===== src/oewu_pkg.sv =====
// Package with constants and types for the overflow exception and wake unit
`default_nettype none
package oewu_pkg;
   localparam logic [7:0] OEWU_CTRL_OFF = 8'h00;
   localparam logic [7:0] OEWU_STAT_OFF = 8'h04;
   localparam logic [7:0] OEWU_ERA_OFF = 8'h08;
   localparam logic [7:0] OEWU_REV_OFF = 8'h0c;
   localparam logic [7:0] OEWU_WARM_OFF = 8'h10;
   // Control register fields
   localparam int OEWU_IE_BIT = 0;
   localparam int OEWU_DOZE_BIT = 1;
   localparam int OEWU_HALT_BIT = 2;
   localparam int OEWU_DRV_BIT = 3;
   localparam int OEWU_XTAL_BIT = 4;
   localparam int OEWU_SBY_LSB = 8;
   localparam int OEWU_MASK_LSB = 12;
   localparam logic [1:0] OEWU_SBY_STOP = 2'h1;
   localparam logic [31:0] OEWU_CTRL_RST = 32'h0000_0000;
   localparam logic [31:0] OEWU_RESET_VECTOR = 32'hbfc0_0000;
   localparam logic [31:0] OEWU_GEN_VECTOR = 32'hbfc0_0180;
   // Warm-up time in microseconds and its cycle count at 40 MHz
   localparam int OEWU_WARM_US = 100;
   localparam int OEWU_CLK_MHZ = 40;
   localparam int OEWU_WARM_CYC = OEWU_WARM_US * OEWU_CLK_MHZ;
   localparam logic [15:0] OEWU_WARM_RST = 16'(OEWU_WARM_CYC);
   typedef enum logic [2:0] {
      OEWU_RUN = 3'b001,
      OEWU_LOWPWR = 3'b010,
      OEWU_WARM = 3'b100
   } oewu_pwr_type;
endpackage
`default_nettype wire


===== src/oewu_top.sv =====
// Overflow exception capture, wake and stop control with an APB register port
//
// How it works
// (RULE1) A signed 32-bit add, add-immediate or subtract that overflows raises an overflow exception.
// (RULE2) An overflow keeps the overflowing instruction's address as restart address.
// (RULE3) A fault on the first handler instruction after an overflow rewrites the restart address.
// (RULE4) Reset and non-maskable events share one fixed vector address.
// (RULE5) Enable and mask gate interrupts but never block wake from low power.
// (RULE6) Doze or halt enters low power, and doze stops the processor clock.
// (RULE7) Stop is high only with halt set, standby field stop and drive enable clear.
// (RULE8) With a crystal, wake starts a warm-up count and the clock is withheld until it ends; the code warms up only when the standby field is stop.
// (RULE9) A read-only revision register returns a fixed code.
// (RULE10) An overflow beats a coinciding later exception, whose address write is dropped.
// (RULE11) Delay-slot instructions are captured like any other on nested exceptions.
//
// Added by the designer: the APB interface to the registers and the register addresses.
`default_nettype none
module oewu_top
   import oewu_pkg::*;
#(
   parameter logic [31:0] REV_ID = 32'h0000_1234, // Arbitrary identification value
   parameter int WARM_CYCLES = OEWU_WARM_CYC
) (
   input wire logic pclk,
   input wire logic presetn,
   input wire logic psel,
   input wire logic penable,
   input wire logic pwrite,
   input wire logic [7:0] paddr,
   input wire logic [31:0] pwdata,
   output logic [31:0] prdata,
   output logic pready,
   output logic pslverr,
   input wire logic arith_valid,
   input wire logic arith_sub,
   input wire logic arith_32bit,
   input wire logic [31:0] arith_a,
   input wire logic [31:0] arith_b,
   input wire logic [31:0] arith_pc,
   input wire logic exc_valid,
   input wire logic [31:0] exc_pc,
   input wire logic nmi_valid,
   input wire logic irq_req,
   input wire logic [2:0] irq_level,
   output logic exc_take,
   output logic [31:0] exc_vector,
   output logic irq_take,
   output logic cpu_clk_en,
   output logic sys_clk_en,
   output logic stop_out
);
   typedef struct packed {
      logic [31:0] ctrl;
      oewu_pwr_type pwr;
      logic [15:0] warm;
      logic [31:0] rdata;
      logic irq;
      logic stop;
      logic cpu_en;
      logic sys_en;
   } oewu_state_type;
   oewu_state_type s_q, s_d;

   logic [31:0] sum;
   logic ovf;
   logic [31:0] restart;
   logic ovf_cause;
   logic wake;
   logic irq_ok;
   logic wr_en;
   logic rd_en;
   logic [2:0] mask_lvl;
   logic [1:0] sby;

   function automatic logic hit(input logic [7:0] a, input logic [7:0] off);
      return a == off;
   endfunction

   // Signed overflow: add operands of equal sign, or subtract operands of unequal sign, give a result of other sign than arith_a
   always_comb begin
      sum = arith_sub ? arith_a - arith_b : arith_a + arith_b;
      ovf = arith_valid && arith_32bit && // [RULE1]
            (arith_sub ? (arith_a[31] != arith_b[31]) && (sum[31] != arith_a[31])
                       : (arith_a[31] == arith_b[31]) && (sum[31] != arith_a[31]));
   end

   oewu_exc_capture u_cap (
      .pclk(pclk),
      .presetn(presetn),
      .ovf_valid(ovf),
      .ovf_pc(arith_pc),
      .exc_valid(exc_valid),
      .exc_pc(exc_pc),
      .nmi_valid(nmi_valid),
      .take(exc_take),
      .vector(exc_vector),
      .restart_q(restart),
      .ovf_cause_q(ovf_cause)
   );

   assign mask_lvl = s_q.ctrl[OEWU_MASK_LSB +: 3];
   assign sby = s_q.ctrl[OEWU_SBY_LSB +: 2];
   // Any request wakes; only enabled requests at or above mask interrupt
   assign wake = irq_req; // [RULE5]
   assign irq_ok = irq_req && s_q.ctrl[OEWU_IE_BIT] && (irq_level >= mask_lvl); // [RULE5]
   assign wr_en = psel && penable && pwrite;
   assign rd_en = psel && !penable && !pwrite;

   always_comb begin
      s_d = s_q;
      s_d.irq = irq_ok && (s_q.pwr == OEWU_RUN);
      if (wr_en && hit(paddr, OEWU_CTRL_OFF)) begin
         s_d.ctrl = pwdata;
      end
      if (rd_en) begin
         // Read data registered in setup so it is stable in the access phase
         if (hit(paddr, OEWU_CTRL_OFF)) begin
            s_d.rdata = s_q.ctrl;
         end else if (hit(paddr, OEWU_STAT_OFF)) begin
            s_d.rdata = {27'h0, ovf_cause, s_q.pwr == OEWU_WARM, s_q.pwr == OEWU_LOWPWR,
                         s_q.sys_en, s_q.cpu_en};
         end else if (hit(paddr, OEWU_ERA_OFF)) begin
            s_d.rdata = restart;
         end else if (hit(paddr, OEWU_REV_OFF)) begin
            s_d.rdata = REV_ID; // [RULE9]
         end else if (hit(paddr, OEWU_WARM_OFF)) begin
            s_d.rdata = {16'h0, s_q.warm};
         end else begin
            s_d.rdata = 32'h0;
         end
      end
      case (s_q.pwr)
         OEWU_RUN: begin
            if (s_q.ctrl[OEWU_DOZE_BIT] || s_q.ctrl[OEWU_HALT_BIT]) begin
               s_d.pwr = OEWU_LOWPWR; // [RULE6]
            end
         end
         OEWU_LOWPWR: begin
            if (wake) begin
               s_d.ctrl[OEWU_DOZE_BIT] = 1'b0;
               s_d.ctrl[OEWU_HALT_BIT] = 1'b0;
               if (s_q.ctrl[OEWU_XTAL_BIT] && sby == OEWU_SBY_STOP) begin
                  s_d.pwr = OEWU_WARM; // [RULE8]
                  s_d.warm = 16'(WARM_CYCLES);
               end else begin
                  s_d.pwr = OEWU_RUN;
               end
            end
         end
         OEWU_WARM: begin
            if (s_q.warm <= 16'h1) begin
               s_d.warm = 16'h0;
               s_d.pwr = OEWU_RUN; // [RULE8]
            end else begin
               s_d.warm = s_q.warm - 16'h1;
            end
         end
         default: s_d.pwr = OEWU_RUN;
      endcase
      // Halt alone in non-stop standby keeps the core clock running
      s_d.cpu_en = (s_d.pwr == OEWU_RUN) ||
                   (s_d.pwr == OEWU_LOWPWR && !s_d.ctrl[OEWU_DOZE_BIT] &&
                    sby != OEWU_SBY_STOP); // [RULE6]
      s_d.sys_en = s_d.pwr != OEWU_WARM; // [RULE8]
      s_d.stop = s_d.ctrl[OEWU_HALT_BIT] && s_d.ctrl[OEWU_SBY_LSB +: 2] == OEWU_SBY_STOP &&
                 !s_d.ctrl[OEWU_DRV_BIT]; // [RULE7]
   end

   always_ff @(posedge pclk or negedge presetn) begin
      if (!presetn) begin
         s_q <= '{ctrl: OEWU_CTRL_RST, pwr: OEWU_RUN, warm: 16'h0, rdata: 32'h0,
                  irq: 1'b0, stop: 1'b0, cpu_en: 1'b1, sys_en: 1'b1};
      end else begin
         s_q <= s_d;
      end
   end

   assign prdata = s_q.rdata;
   assign pready = 1'b1;
   assign pslverr = 1'b0;
   assign irq_take = s_q.irq;
   assign cpu_clk_en = s_q.cpu_en;
   assign sys_clk_en = s_q.sys_en;
   assign stop_out = s_q.stop;

   stop_cond_a: assert property (@(posedge pclk) disable iff (!presetn) // [RULE7]
      stop_out |-> s_q.ctrl[OEWU_HALT_BIT] && sby == OEWU_SBY_STOP && !s_q.ctrl[OEWU_DRV_BIT])
      else $error("stop high without its condition");
   irq_gate_a: assert property (@(posedge pclk) disable iff (!presetn) // [RULE5]
      irq_take |-> $past(s_q.ctrl[OEWU_IE_BIT]) && $past(irq_level) >= $past(mask_lvl))
      else $error("interrupt taken while gated");
   wake_gated_a: assert property (@(posedge pclk) disable iff (!presetn) // [RULE5]
      s_q.pwr == OEWU_LOWPWR && irq_req && !s_q.ctrl[OEWU_IE_BIT] |=> s_q.pwr != OEWU_LOWPWR)
      else $error("masked request did not wake");
   doze_clock_a: assert property (@(posedge pclk) disable iff (!presetn) // [RULE6]
      s_q.pwr == OEWU_RUN && s_q.ctrl[OEWU_DOZE_BIT] |=> !cpu_clk_en)
      else $error("doze did not stop the clock");
   warm_hold_a: assert property (@(posedge pclk) disable iff (!presetn) // [RULE8]
      s_q.pwr == OEWU_WARM |-> !sys_clk_en)
      else $error("clock given during warm-up");
   rev_const_a: assert property (@(posedge pclk) disable iff (!presetn) // [RULE9]
      rd_en && hit(paddr, OEWU_REV_OFF) |=> prdata == REV_ID)
      else $error("revision read wrong");
   ovf_detect_a: assert property (@(posedge pclk) disable iff (!presetn) // [RULE1]
      ovf && !nmi_valid |=> exc_take && ovf_cause)
      else $error("overflow not raised");
   ovf_prio_a: assert property (@(posedge pclk) disable iff (!presetn) // [RULE10]
      ovf && exc_valid && !nmi_valid |=> exc_take && ovf_cause)
      else $error("later exception beat overflow");
endmodule
`default_nettype wire


===== src/oewu_exc_capture.sv =====
// Restart address capture and vector selection for pipeline exceptions
`default_nettype none
module oewu_exc_capture
   import oewu_pkg::*;
(
   input wire logic pclk,
   input wire logic presetn,
   input wire logic ovf_valid,
   input wire logic [31:0] ovf_pc,
   input wire logic exc_valid,
   input wire logic [31:0] exc_pc,
   input wire logic nmi_valid,
   output logic take,
   output logic [31:0] vector,
   output logic [31:0] restart_q,
   output logic ovf_cause_q
);
   typedef struct packed {
      logic [31:0] era;
      logic ovf;
      logic [31:0] vec;
      logic take;
   } oewu_cap_type;
   oewu_cap_type s_q, s_d;

   always_comb begin
      s_d = s_q;
      s_d.take = 1'b0;
      if (nmi_valid) begin
         s_d.vec = OEWU_RESET_VECTOR; // [RULE4]
         s_d.take = 1'b1;
      end else if (ovf_valid) begin
         // Older instruction wins; a coinciding later request is dropped [RULE10]
         s_d.era = ovf_pc; // [RULE2]
         s_d.ovf = 1'b1;
         s_d.vec = OEWU_GEN_VECTOR;
         s_d.take = 1'b1;
      end else if (exc_valid) begin
         // Handler fault after overflow rewrites the address, delay slot or not [RULE3] [RULE11]
         s_d.era = exc_pc;
         s_d.ovf = 1'b0;
         s_d.vec = OEWU_GEN_VECTOR;
         s_d.take = 1'b1;
      end
   end

   always_ff @(posedge pclk or negedge presetn) begin
      if (!presetn) begin
         s_q <= '{era: 32'h0, ovf: 1'b0, vec: OEWU_RESET_VECTOR, take: 1'b0};
      end else begin
         s_q <= s_d;
      end
   end

   assign take = s_q.take;
   assign vector = s_q.vec;
   assign restart_q = s_q.era;
   assign ovf_cause_q = s_q.ovf;

   ovf_keeps_pc_a: assert property (@(posedge pclk) disable iff (!presetn) // [RULE2]
      ovf_valid && !nmi_valid |=> restart_q == $past(ovf_pc))
      else $error("restart address not the overflowing instruction");
   nmi_vector_a: assert property (@(posedge pclk) disable iff (!presetn) // [RULE4]
      nmi_valid |=> take && vector == OEWU_RESET_VECTOR)
      else $error("nmi not sent to reset vector");
   nested_update_a: assert property (@(posedge pclk) disable iff (!presetn) // [RULE3]
      !ovf_valid && !nmi_valid && exc_valid |=> restart_q == $past(exc_pc) && !ovf_cause_q)
      else $error("nested fault did not update restart address");
endmodule
`default_nettype wire


===== config.mk =====
export PLATFORM = sky130hd
export DESIGN_NAME = oewu_top
export DESIGN_NICKNAME = d
export VERILOG_FILES = /design/src/oewu_pkg.sv /design/src/oewu_top.sv /design/src/oewu_exc_capture.sv
export SDC_FILE = /design/constraint.sdc
export NUM_CORES = 1
export LEC_CHECK = 0
export ABC_AREA = 1
export BUFFER_PORTS_ARGS = -buffer_cell sky130_fd_sc_hd__buf_4
export CORE_MARGIN = 8
export CORE_UTILIZATION = 35
export CTS_CLUSTER_DIAMETER = 200
export DETAILED_ROUTE_END_ITERATION = 10
export SYNTH_ARGS = -nofsm -noshare
export SYNTH_HDL_FRONTEND = slang
export SYNTH_SLANG_ARGS = --single-unit

===== constraint.sdc =====
create_clock -name pclk -period 2.5 [get_ports pclk]
set_clock_uncertainty 0.1 [all_clocks]
set_input_delay 0.25 -clock pclk [delete_from_list [all_inputs] [get_ports pclk]]
set_output_delay 0.25 -clock pclk [all_outputs]
set_load 0.1 [all_outputs]

# Word-level counts from Yosys, hierarchy flattened
# Index checks and enable logic that the tools add are counted.
# totals
in_bits	182
output_inout_bits	71
wordCells	87
ff_bits	153
# classes
n_addsub	3
bitwise	1
mux	21
n_lt_le_gt_ge	2
n_eq_ne	18
n_reduce_logical	29
# op_table
op	n
$mux 66	2
$mux 32	4
$mux 16	4
$mux 33	1
$add 32x32->32	1
$pmux 16 s2	1
$sub 32x32->32	1
$mux 19	1
$logic_and 1x1->1	17
$eq 8x4->1 const B	2
$le 16x1->1 const B	1
$sub 16x1->16 const B	1
$mux 10	1
$mux 3	3
$pmux 3 s3	1
$eq 8x3->1 const B	1
$eq 8x5->1 const B	1
$logic_not 8->1	1
$eq 3x1->1 const B	2
$eq 3x2->1 const B	2
$eq 2x1->1 const B	2
$logic_not 1->1	4
$mux 2	2
$ne 2x1->1 const B	2
13 further kinds	16

# Logic depth before layout (Yosys ltp)
# Gate-level depths: netlist of the first run.
# depth
depth_word	10
mapped_depth	26
depth_no_buf	25

# By module
# From an unflattened synthesis of the first run, not the netlist that was laid out.
# hier_totals
cells_unflattened	1133
area_unflattened_um2	8261.7
# by_module_without_submodules
module	seq_area_each_um2	cells_each	area_each_um2	instances
oewu_top	2180.8	845	6157.2	1
oewu_exc_capture	902.1	288	2104.5	1

# Worst setup path after synthesis of the first run
# Ideal clock, no wire load.
# synth_timing
kind	input-to-reg
from	input port arith_b[1]
to	register u_cap.s_q (netlist bit u_cap.restart_q[4])
cell_stages	25
arrival_ns	2.742
slack_ns	-0.458
setup_time_ns	0.116
n_path_buf	1
required_ns	2.284
path_cell_list	inv_1 ha_1 nand2_1 nor2_1 nand3_1 nor2_1 a21oi_1 a21oi_1 xor2_1 ha_1 nand2_1 inv_1 nand2_1 nand2_1 a21oi_1 nand2_1 inv_1 nand2_1 nand2_1 nand3_4 nand2_2 nand2_2 buf_4 nand2_1 nand2_1
# synth_between
elab_chain_len	8
elab_cells_between_ends	11
cone_classes	add/sub (2); eq/ne (1); mux (3); reduce/logical (5)
# synth_rtl
item	line_no	text
start: declaration	oewu_top.sv:38	input wire logic [31:0] arith_b,
$add 32x32->32 / $sub 32x32->32 (equally long branches)	oewu_top.sv:81	sum = arith_sub ? arith_a - arith_b : arith_a + arith_b;
$mux 32 *	oewu_top.sv:81	
$ne 1x1->1 *	oewu_top.sv:83, oewu_top.sv:84	
$logic_and 1x1->1, on equally long branches	oewu_top.sv:84, oewu_top.sv:83	
$mux 1 *	oewu_top.sv:83	(arith_sub ? (arith_a[31] != arith_b[31]) && (sum[31] != arith_a[31])
$logic_and 1x1->1 *	oewu_top.sv:82	ovf = arith_valid && arith_32bit &&
$reduce_bool 2->1 (no line)	-	
$reduce_and 2->1 (no line)	-	
end signal: assignment	oewu_exc_capture.sv:49	s_q <= '{era: 32'h0, ovf: 1'b0, vec: OEWU_RESET_VECTOR, take: 1'b0};
end: declaration	oewu_exc_capture.sv:24	oewu_cap_type s_q, s_d;
# Every way passes the cells marked *; elsewhere a longest branch is shown, timed or not.
# A chain may end at the register's enable or synchronous reset.

# Final worst setup path of the first run
# layout_timing
from	input port arith_b[23]
to	register u_cap.s_q (netlist bit u_cap.restart_q[20])
# Same word-level chain as after synthesis.

==> results summary, run 1 <==
In the post-synthesis netlist, the biggest area contributors are sky130_fd_sc_hd__dfrtp_1, sky130_fd_sc_hd__nand2_1, sky130_fd_sc_hd__buf_4, sky130_fd_sc_hd__ha_1, sky130_fd_sc_hd__inv_1. The post-synthesis instance area came out at 0.00825 mm^2. Entering global routing, the biggest net connects 46 pins. The overall routed net length came out at 28600 um. The number of antenna diodes in the final layout is 0. Counting distinct cell types in the post-synthesis netlist gives 44.

At the pin with the least slew margin, the transition time is 872 ps. The number of nets in the finished design is 1683. Sorting the synthesized cells by how often they occur yields sky130_fd_sc_hd__nand2_1, sky130_fd_sc_hd__dfrtp_1, sky130_fd_sc_hd__inv_1. The cell type contributing the most total cell area after synthesis is sky130_fd_sc_hd__dfrtp_1. The number of synthesized flops with an enable pin came out at 0. Yosys instantiated no cell more often than sky130_fd_sc_hd__nand2_1. The worst setup path endpoint is u_cap.restart_q[20]. In this run the critical register-to-register path is captured at s_q[48]. The power dissipated by switching net loads is 0.00300 W. The count of boundary I/O pins is 253. Setup violations remaining at the end of the flow were counted as 36. In this run the worst setup path begins at arith_b[23]. The first-pass GRT wire length came out at 44500 um. The leakage component of the power came out at 6.47 nW. The die is 169 um wide. The height of the chip is 169 um.

The logic gate share of total power is 0.350. The final cycle utilization of the critical path is 1.18. The internal portion of total power is 0.00483 W. The path class of the tightest hold or removal check is in2reg. The initial utilization of the core area, before any placement, comes to 0.353. The post-route total power is 0.00783 W. Of the post-synthesis cell area, the dominant cell type holds 0.361. The final global-route overflow total came out at 0. The timing-limited maximum frequency is 340 MHz. The sort of element at the end of the critical path is a register. The depth of the worst register-to-register path came out at 6. The average via count per standard cell is 4.63. The iteration count of the initial detailed-routing pass came out at 5.

The clock slew at the register clock pins of the worst setup and hold paths is 60 ps. The startpoint of the most critical register-to-register path is s_q[50]. The final reports fail on setup timing. The final number of hold-violating endpoints came out at 0.

The synthesis-to-finish area growth came out at 46.7%. Setup total negative slack on the finished layout was measured at -14400 ps. The instance area at placement is 0.0106 mm^2.

The count of placed standard cells in the final layout, fillers left out is 1797. Setup repair after global routing could not meet its margin everywhere. The arrival time of the worst setup path came out at 3140 ps. The number of antenna violations at the first check in global routing was 0.

The core region is 0.0233 mm^2. The minimum clock period after layout is 2950 ps. The total routing usage reported by global routing is 0.194. In this run, synthesis produced a sequential element count of 123. The number of levels in the clock H-tree is 4. The classification of the worst setup path is in2reg. Row generation in the floorplan step produced 56 rows. The latest clock arrival within the worst-skew pair is 420 ps. The largest stage delay on the critical path came out at 320 ps. The buffer depth of the longest clock path is 2. The final instance area came out at 0.0121 mm^2. Yosys printed 0 warnings. The total number of vias is 8323. By instance count, the cell type seen most on the critical path is sky130_fd_sc_hd__nand2_1. The routed wirelength normalized by instance count came out at 15.9 um.

In this run the power density over the cells is 647 mW/mm^2. The required arrival time at the worst endpoint is 2700 ps. The cell with the biggest individual delay on the critical path is sky130_fd_sc_hd__ha_1. TritonCTS built the clock tree.

The number of instances in the synthesized netlist came out at 1163. Once routing completed, OpenROAD measured the worst setup slack at -445 ps. The number of pins with negative max-slew slack in the final report is 0. The tool flagged a number of max-cap violations equal to 0. STA classifies the critical path startpoint as an input pin. The placed wire-length estimate after detailed placement is 21900 um.

Traced cell by cell, the critical path runs through buf_4 > nor2_1 > inv_1 > nor3_2 > inv_1 > nor4_4 > a31oi_4 > xnor2_2 > ha_1 > nand2_1 > nor2_2 > nand4_1 > inv_1 > nand2_1 > nand2_2 > a21oi_2 > nand2_2 > nand3_4 > buf_6 > nand2_8 > nand2_8 > clkbuf_16 > nand2_1 > nand2_1. At the end of routability-driven placement, the weighted congestion stood at 0.899. The run finished, with violations left. The count of buffers from port buffering came out at 229. The share of total power dissipated in sequential elements is 0.324. The clock sink total is 123.

The largest vdd supply drop came out at 0.000550 V. In this run the worst path has a maximum fanout of 10. The layout has 2256 filler cells. The number of global-route vias before repair came out at 8640. The register-to-register path setup slack is 420 ps. The number of design rule violations left after detail routing is 0.

The sequential cell area fraction in the yosys report came out at 0.374. The proportion of layout cells with a drive suffix above 1 came out at 0.316. The worst pin sits at a relative slew slack of 0.415. The floorplan die area came out at 0.0287 mm^2. The clock root buffer is sky130_fd_sc_hd__clkbuf_16. Of the total power, the share spent switching nets is 0.383. Once detail routing completed, the nets flagged for antenna violations numbered 0. In the synthesized netlist the dominant register cell turns out to be sky130_fd_sc_hd__dfrtp_1. The CTS buffer count is 17. Of the total power, the clock network draws 0.327. The cell total after placement came out at 1716. The synthesized area divided by synthesized cell count came out at 7.09 um^2. The post-synthesis async set-or-reset flop share is 1.00. The number of DRC markers after the initial detailed-route iteration came out at 414.
[cell usage in the layout, fill, tap and decap left out, drive strengths merged, types with 2 or more instances in the layout]
master and instances:
clkinv 8, o22ai 8, nor3 16, bufinv 3, dfrtp 119, nor4 2, clkbuf 23, inv 122
a31oi 3, ha 36, nand3 51, nand2 417, a21oi 75, a211oi 2, a221oi 10, o2111ai 2
xor2 21, dfstp 4, xnor2 18, dlygate4sd3 32, conb 23, buf 329, o21ai 28, o31ai 3
nand4 8, nor2 102, nand3b 3
[sequential cells by signal, indices dropped and copies added (netlist names)]
register           count
cpu_clk_en             1
irq_take               1
mask_lvl               3
prdata                32
s_q                   48
stop_out               1
sys_clk_en             1
u_cap.ovf_cause_q      1
u_cap.restart_q       32
u_cap.take             1
u_cap.vector           2
[routing by layer]
layer / up-vias / part of all wire / track usage
li1: 4192 / - / -
met1: 3810 / 0.41 / 0.239
met2: 287 / 0.49 / 0.320
met3: 34 / 0.082 / 0.0644
met4: 0 / 0.017 / 0.0500
met5: - / 0 / 0
[power by group through the flow]
stage | combinational [W] | clock, W | sequential (W)
floorplan | 0.00175 | 0 | 0.00259
global placement | 0.00247 | 0 | 0.00254
detailed placement | 0.00250 | 0 | 0.00255
CTS | 0.00263 | 0.00260 | 0.00252
global route | 0.00297 | 0.00268 | 0.00257
finish | 0.00274 | 0.00256 | 0.00253
[kinds of logic after synthesis]
group | share of synthesized area
other | 0.000911
DFF | 0.374
buffers and inverters | 0.138
and+or+nand+nor | 0.295
xor gates and xnor gates | 0.0414
adders and majority gates | 0.0546
AOI/OAI and AO/OA | 0.0962
[what timing repair did]
item / 4_1_cts / 5_1_grt
pin swaps: 21 / 12
setup buffers: 10 / 1
hold buffers: 32 / 0
setup endpoints to repair: 36 / 36
endpoints found under the hold margin: 61 / 0
resized for setup: 53 / 49
cloned: 2 / 6
[worst min-delay path by stage]
stage / from / to / cells past startpoint
3_5_place_dp: presetn / s_q[54] / 1
4_1_cts: pwdata[9] / s_q[64] / 3
3_3_place_gp: presetn / prdata[1] / 1
5_1_grt: pwdata[9] / s_q[64] / 3
2_1_floorplan: presetn / irq_take / 0
6_report: pwdata[9] / s_q[64] / 3
[critical path, delay by kind of cell]
kind                     cells  cell delay [ps]
AND/OR/NAND/NOR             14             1460
XOR/XNOR                     1              160
AO/OA/AOI/OAI                2              180
buffers and inverters        6              770
adder cells (fa/ha/maj)      1              320
[final cells by class]
cell class                      count  area (um^2)  share of cell area
Inverter                          120          468              0.0387
Clock buffer                       18          429              0.0355
Clock inverter                     14          185              0.0153
Sequential cell                   123         3080               0.255
Timing Repair Buffer              366         3060               0.253
Multi-Input combinational cell    837         4470               0.369
Tap cell                          319          399              0.0330
[through the flow]
step	hold slack (ps)	utilization	setup WS, ps
6_report	36.1	0.518	-445
5_1_grt	36.1	0.518	-652
4_1_cts	15.6	0.507	-406
3_5_place_dp	164	0.453	-939
3_3_place_gp	159	0.453	-893
2_1_floorplan	-146	-	-346
No activity file was read; power rests on OpenSTA's default activity.
==> run 2: changes to the inputs <==
--- a/config.mk
+++ b/config.mk
@@ -11,6 +11,7 @@
 export CORE_UTILIZATION = 35
 export CTS_CLUSTER_DIAMETER = 200
 export DETAILED_ROUTE_END_ITERATION = 10
+export SETUP_SLACK_MARGIN = 0.3
 export SYNTH_ARGS = -nofsm -noshare
 export SYNTH_HDL_FRONTEND = slang
 export SYNTH_SLANG_ARGS = --single-unit
==> constraint.sdc (replaced) <==
create_clock -name pclk -period 3.6 [get_ports pclk]
set_clock_uncertainty 0.1 [all_clocks]
set_input_delay 0.36 -clock pclk [delete_from_list [all_inputs] [get_ports pclk]]
set_output_delay 0.36 -clock pclk [all_outputs]
set_load 0.1 [all_outputs]
==> results summary, run 2 (synthesis results as in run 1) <==
The min-delay analysis places its worst path in the category in2async. The number of DRC markers after the initial detailed-route iteration is 497. The overall routed net length is 27100 um. Setup violations remaining at the end of the flow were counted as 0.

After detailed placement, the design holds a cell count of 1643. The number of design rule violations left after detail routing came out at 0. The classification of the worst setup path is in2reg. Walking the worst path, the cells encountered are buf_4 > inv_2 > ha_4 > nand2_1 > nor2_2 > nand3_2 > nor2_4 > buf_4 > a31oi_1 > xnor2_1 > ha_1 > nand2_1 > nor2_2 > nand4_1 > inv_1 > nand2_2 > nand2_2 > a21oi_2 > nand2_2 > nand3_4 > a21oi_4 > clkbuf_16 > nand2_1 > nand2_1.

The most critical setup path has its startpoint at arith_b[1]. The initial standard-cell utilization of the core came out at 0.353. Of the total power, combinational logic draws 0.330. The first detailed-routing pass ran for 5 iterations. The CTS buffer count came out at 17.

Data on the critical path is required at its endpoint by 3860 ps. The power per standard cell area is 480 mW/mm^2. The power dissipated by switching net loads is 0.00198 W. The max-capacitance violation count is 0. STA classifies the critical path endpoint as a register. TritonCTS built the clock tree. The number of nets in the finished design came out at 1572.

The endpoint identified for the worst register-to-register timing path is s_q[48]. The tightest slew margin relative to the limit is 0.343. The largest net degree at the start of global routing came out at 77. The die covers 0.0287 mm^2. The number of inserted filler cells in the final layout is 2393. The worst setup path is launched from an input pin. Of the cells placed in the final design, the portion with a size suffix greater than 1 is 0.240. The flip-flop count of the largest register, all copies and words added came out at 48.

The number of pins with negative max-slew slack in the final report came out at 0. The final number of hold-violating endpoints is 0. The clock drives 123 sinks. Routability-driven placement finished with a final weighted congestion of 0.910. The final global-route overflow total is 0. The number of antenna violations at the first check in global routing was 1. For this design, the slowest cell found on the critical path is sky130_fd_sc_hd__a21oi_4. The arrival time of the worst setup path is 3350 ps. The placeable core region is 0.0233 mm^2. The register-to-register path setup slack came out at 1140 ps.

Leaving out fill and tap cells, the most frequent cell in the layout is sky130_fd_sc_hd__nand2_1. The register bank with the most flops is s_q. Adding up every negative setup slack in the final design gives 0 ps. The flow ran to the end, and the final reports show no timing, DRC or antenna violations. At the pin with the least slew margin, the transition time is 985 ps. The switching share of total power came out at 0.382. The count of placed standard cells in the final layout, fillers left out came out at 1686. The leakage component of the power is 5.85 nW. The number of nets with antenna violations after routing came out at 0.

The buffer depth of the longest clock path is 2. The horizontal die dimension came out at 169 um. In this run the critical register-to-register path is launched from s_q[52].

The minimum clock period after layout came out at 3100 ps. The number of placement rows came out at 56. The timing-limited maximum frequency came out at 323 MHz. The diode insertion count for antenna repair is 0.

Across all layers, the routed design uses 7926 vias. In this design, the critical path's most frequently occurring cell is sky130_fd_sc_hd__nand2_1. The internal portion of total power came out at 0.00320 W. The clock slew at the register clock pins of the worst setup and hold paths came out at 50 ps.

Setup repair after global routing left no endpoint under its margin. The biggest fanout along the worst timing path is 8. The placed wire-length estimate after detailed placement came out at 20800 um. During placement, the flow inserted port buffers numbering 229. The clock root buffer is sky130_fd_sc_hd__clkbuf_16. Leaving out fill and tap cells, the most frequent cells in the layout are sky130_fd_sc_hd__nand2_1, sky130_fd_sc_hd__buf_4, sky130_fd_sc_hd__dfrtp_1. The largest stage delay on the critical path is 340 ps.

The height of the chip is 169 um. The number of global-route vias before repair is 7939. The synthesis-to-finish area growth is 30.7%. The largest vdd supply drop is 0.000317 V. 253 I/O pins were placed. The first-pass GRT wire length came out at 41400 um. Measured in cells, the most critical reg-to-reg path has a length of 10. The total routing usage reported by global routing is 0.181. The share of total power dissipated in sequential elements is 0.338. The average via count per standard cell is 4.70. The final cycle utilization of the critical path came out at 0.861. The worst setup path endpoint is u_cap.restart_q[10]. The routed wirelength normalized by instance count came out at 16.1 um. The latest clock arrival within the worst-skew pair is 420 ps. The number of levels in the clock H-tree is 4. The share of power burned in the clock network is 0.332.
[run 2: cell types whose count changed in the layout (fill, tap and decap cells not counted), sizes merged]
cell         previous run  this run
buf                   329       250
clkinv                  8         6
bufinv                  3         2
clkinvlp                1         4
clkbuf                 23        25
dlygate4sd3            32         0
inv                   122       120
[run 2: critical path, delay by kind of cell]
kind                       cells  cell delay [ps]
adders and majority gates      2              470
and+or+nand+nor               13             1220
xor gates and xnor gates       1              170
buffers and inverters          5              640
AOI/OAI and AO/OA              3              490
[run 2: per-layer routing]
metal  GRT usage  routed length, um  vias to the layer above
li1            -                  -                     3983
met1       0.224              11600                     3671
met4      0.0435                326                        2
met3      0.0575               2100                       26
met5           0                 13                        -
met2       0.301              13100                      244
[run 2: stage by stage]
step,util,setup slack [ps],cell area [um^2],total power (W),hold slack [ps]
after floorplan,-,532,8320,0.00300,-35.6
after global placement,0.425,103,9920,0.00341,365
after detailed placement,0.425,32.6,9920,0.00343,366
after CTS,0.451,469,10500,0.00516,13.6
after global routing,0.462,292,10800,0.00543,18.2
final,0.462,502,10800,0.00518,18.9
[run 2: worst min-delay path by stage]
| stage | startpoint | end | slack [ps] |
|---|---|---|---|
| 2_1_floorplan | presetn | irq_take | -40 |
| 3_3_place_gp | s_q[73] | s_q[73] | 370 |
| 3_5_place_dp | s_q[71] | s_q[71] | 370 |
| 4_1_cts | nmi_valid | u_cap.vector[8] | 10 |
| 5_1_grt | nmi_valid | u_cap.vector[8] | 20 |
| 6_report | presetn | s_q[62] | 20 |
[run 2: area by class of cell]
type	instances	area, um^2	share of cell area
tap	319	399	0.0370
clock inverter	12	135	0.0125
multi-input combinational	837	4190	0.388
clock buffer	20	467	0.0433
inverter	120	450	0.0418
sequential	123	3080	0.286
timing repair buffer	255	2060	0.191
[run 2: timing repair]
action,in CTS,in global routing
setup buffers,0,5
hold buffers,0,0
endpoints found under the setup margin,0,33
resized for setup,0,22
[run 2: power by group through the flow]
stage	Sequential (W)	Combinational, W	Clock [W]
floorplan	0.00180	0.00120	0
global placement	0.00177	0.00165	0
CTS	0.00175	0.00167	0.00174
detailed placement	0.00177	0.00166	0
global route	0.00177	0.00185	0.00181
finish	0.00175	0.00171	0.00172
==> run 3: changes to the inputs <==
--- a/config.mk
+++ b/config.mk
@@ -8,7 +8,7 @@
 export ABC_AREA = 1
 export BUFFER_PORTS_ARGS = -buffer_cell sky130_fd_sc_hd__buf_4
 export CORE_MARGIN = 8
-export CORE_UTILIZATION = 35
+export CORE_UTILIZATION = 40
 export CTS_CLUSTER_DIAMETER = 200
 export DETAILED_ROUTE_END_ITERATION = 10
 export SETUP_SLACK_MARGIN = 0.3
==> results summary, run 3 (synthesis results as in run 1) <==
Dividing total power by cell area gives a power density of 481 mW/mm^2. Summed over all nets, the switching power comes to 0.00195 W. The critical path's top delay family is simple AND/OR/NAND/NOR gates. The buffer depth of the longest clock path came out at 2.

The worst pin sits at a relative slew slack of 0.600. The number of clock buffers added by TritonCTS is 17. The total routing usage reported by global routing is 0.200. The horizontal die dimension came out at 160 um. The tool flagged a number of max-cap violations equal to 0.

In the routed design, unresolved DRC markers number 0. The latest clock arrival within the worst-skew pair came out at 420 ps. The biggest fanout along the worst timing path came out at 20. The final instance area is 0.0105 mm^2.

In the final layout, the share of cells above drive strength 1 is 0.229. The largest single stage delay on the critical path is 290 ps. The classification of the worst setup path is in2reg. The height of the chip came out at 160 um. STA classifies the critical path endpoint as a register. The iteration count of the initial detailed-routing pass came out at 4.

The number of global-route vias before repair is 7966. For the pin with the worst max-slew slack, the measured transition is 600 ps. Counting stages on the worst path, the most repeated cell is sky130_fd_sc_hd__nand2_1. 253 I/O pins were placed. The floorplan step defined a die boundary enclosing 0.0255 mm^2. Setup violations remaining at the end of the flow were counted as 0. The clock slew at the register clock pins of the worst setup and hold paths came out at 60 ps. In this run the remaining antenna-violating nets after routing total 0. The largest net degree at the start of global routing is 80.

The final number of hold-violating endpoints was 0. The number of pins with negative max-slew slack in the final report is 0. The internal portion of total power is 0.00310 W. The share of power burned in the clock network is 0.327. The worst-case IR drop observed on VDD is 0.000279 V. STA classifies the critical path startpoint as an input pin.

The final cycle utilization of the critical path is 0.849. For this run, the post-layout net count is 1565. The share of total power dissipated in combinational logic is 0.328. In the layout the commonest cells are sky130_fd_sc_hd__nand2_1, sky130_fd_sc_hd__buf_4, sky130_fd_sc_hd__dfrtp_1. The routed design has 25500 um of wire.

The number of antenna violations at the first check in global routing is 0. The largest individual stage delay along the critical path comes from the cell sky130_fd_sc_hd__ha_1. Summing over every cut layer, the via total after detailed routing is 7702. The total negative slack came out at 0 ps. The run finished with clean final reports. Subtracting the final worst setup slack from the clock period gives 3060 ps. The leakage component of the power came out at 5.76 nW. The average via count per standard cell came out at 4.73. The last weighted congestion value of the routability-driven placer came out at 0.852.

The required arrival time at the worst endpoint is 3860 ps. TritonCTS built the clock tree. After detailed routing, the average wire length per cell comes to 15.7 um. The synthesis-to-finish area growth is 27.5%. 0 antenna diodes ended up in the layout.

The number of placement rows is 52. STA puts the critical path data arrival time at 3310 ps. The buffers plus inverters on the worst setup path came out at 3. Setup repair after global routing could not meet its margin everywhere. s_q holds more flip-flops than any other register.

The number of DRC markers after the initial detailed-route iteration came out at 397. The initial utilization of the core area, before any placement, comes to 0.407. After detailed placement, the total cell area comes to 0.00986 mm^2. The region available for standard cell placement spans 0.0202 mm^2. Input and output buffers added on the ports amount to 229. The timing-limited maximum frequency is 327 MHz. The worst hold path belongs to the class in2reg. The number of inserted filler cells in the final layout is 2059. The sequential cell fraction of total power came out at 0.345. Leaving out fill and tap cells, the most frequent cell in the layout is sky130_fd_sc_hd__nand2_1. The placed wire-length estimate after detailed placement came out at 20400 um. The switching share of total power came out at 0.386. The clock sink total came out at 123. The flip-flop count of the largest register, all copies and words added came out at 48. The number of levels in the clock H-tree came out at 4. The final global-route overflow total is 0. The first-pass GRT wire length came out at 41300 um. The clock root buffer is sky130_fd_sc_hd__clkbuf_16.
==> run 3: cell types whose count changed in the layout (fill, tap and decap cells not counted), sizes merged <==
cell,change
clkbuf,-5
buf,-3
clkinvlp,-1
bufinv,-1
clkinv,+2
dlygate4sd3,+1
==> run 3: worst paths after layout <==
check | cells past startpoint | slack [ps] | end | start
hold / removal | 2 | 30 | u_cap.vector[8] | nmi_valid
max in group asynchronous | 3 | 2140 | u_cap.restart_q[16] | presetn
setup reg to reg | 10 | 1200 | s_q[40] | s_q[52]
min in group asynchronous | 2 | 400 | s_q[44] | presetn
hold reg to reg | 2 | 380 | u_cap.restart_q[3] | u_cap.restart_q[3]
setup / recovery | 25 | 540 | u_cap.restart_q[12] | arith_b[1]
==> run 3: cell type report <==
cell class	count	area, um^2	area share
inverters	120	450	0.0429
clock inverters	12	111	0.0106
repair buffers	248	1910	0.182
multi-input cells	837	4150	0.395
clock buffers	20	467	0.0444
flip-flops and latches	123	3080	0.293
well taps	270	338	0.0321
==> run 3: worst reg2reg max path, stage by stage (launching register included) <==
cell and delay (ps):
sky130_fd_sc_hd__dfstp_2 530, sky130_fd_sc_hd__inv_1 50, sky130_fd_sc_hd__nand3_1 260, sky130_fd_sc_hd__inv_1 210
sky130_fd_sc_hd__a21oi_1 140, sky130_fd_sc_hd__o21bai_1 120, sky130_fd_sc_hd__buf_4 210, sky130_fd_sc_hd__clkinv_1 270
sky130_fd_sc_hd__nand3_1 170, sky130_fd_sc_hd__xor2_1 150, sky130_fd_sc_hd__nor2_1 50
==> run 3: timing repair <==
item	in CTS	in global routing
hold endpoints to repair	42	0
setup endpoints to repair	0	33
gates resized for setup	0	14
buffers inserted	0	1
hold buffers	1	0
==> run 3: stage by stage <==
stage | utilization | worst slack (ps) | std cells | hold slack [ps] | total power (W)
floorplan | - | 532 | 1184 | -35.6 | 0.00300
global placement | 0.488 | 105 | 1596 | 316 | 0.00340
detailed placement | 0.488 | 3.96 | 1596 | 310 | 0.00342
CTS | 0.517 | 437 | 1629 | 14.3 | 0.00509
global route | 0.519 | 277 | 1630 | 15.6 | 0.00532
finish | 0.519 | 545 | 1630 | 29.8 | 0.00505
==> run 3: power by group through the flow <==
stage               Sequential, W  Combinational, W  Clock (W)
floorplan                 0.00180           0.00120          0
global placement          0.00176           0.00164          0
detailed placement        0.00177           0.00166          0
CTS                       0.00174           0.00166    0.00168
global route              0.00177           0.00181    0.00174
finish                    0.00174           0.00166    0.00165
==> run 3: metal layers <==
| metal | track usage | vias up | part of all wire |
|---|---|---|---|
| met3 | 0.0644 | 22 | 0.071 |
| met4 | 0.0515 | 0 | 0.014 |
| met1 | 0.255 | 3496 | 0.45 |
| met2 | 0.321 | 227 | 0.46 |
| li1 | - | 3957 | - |
| met5 | 0 | - | 0 |
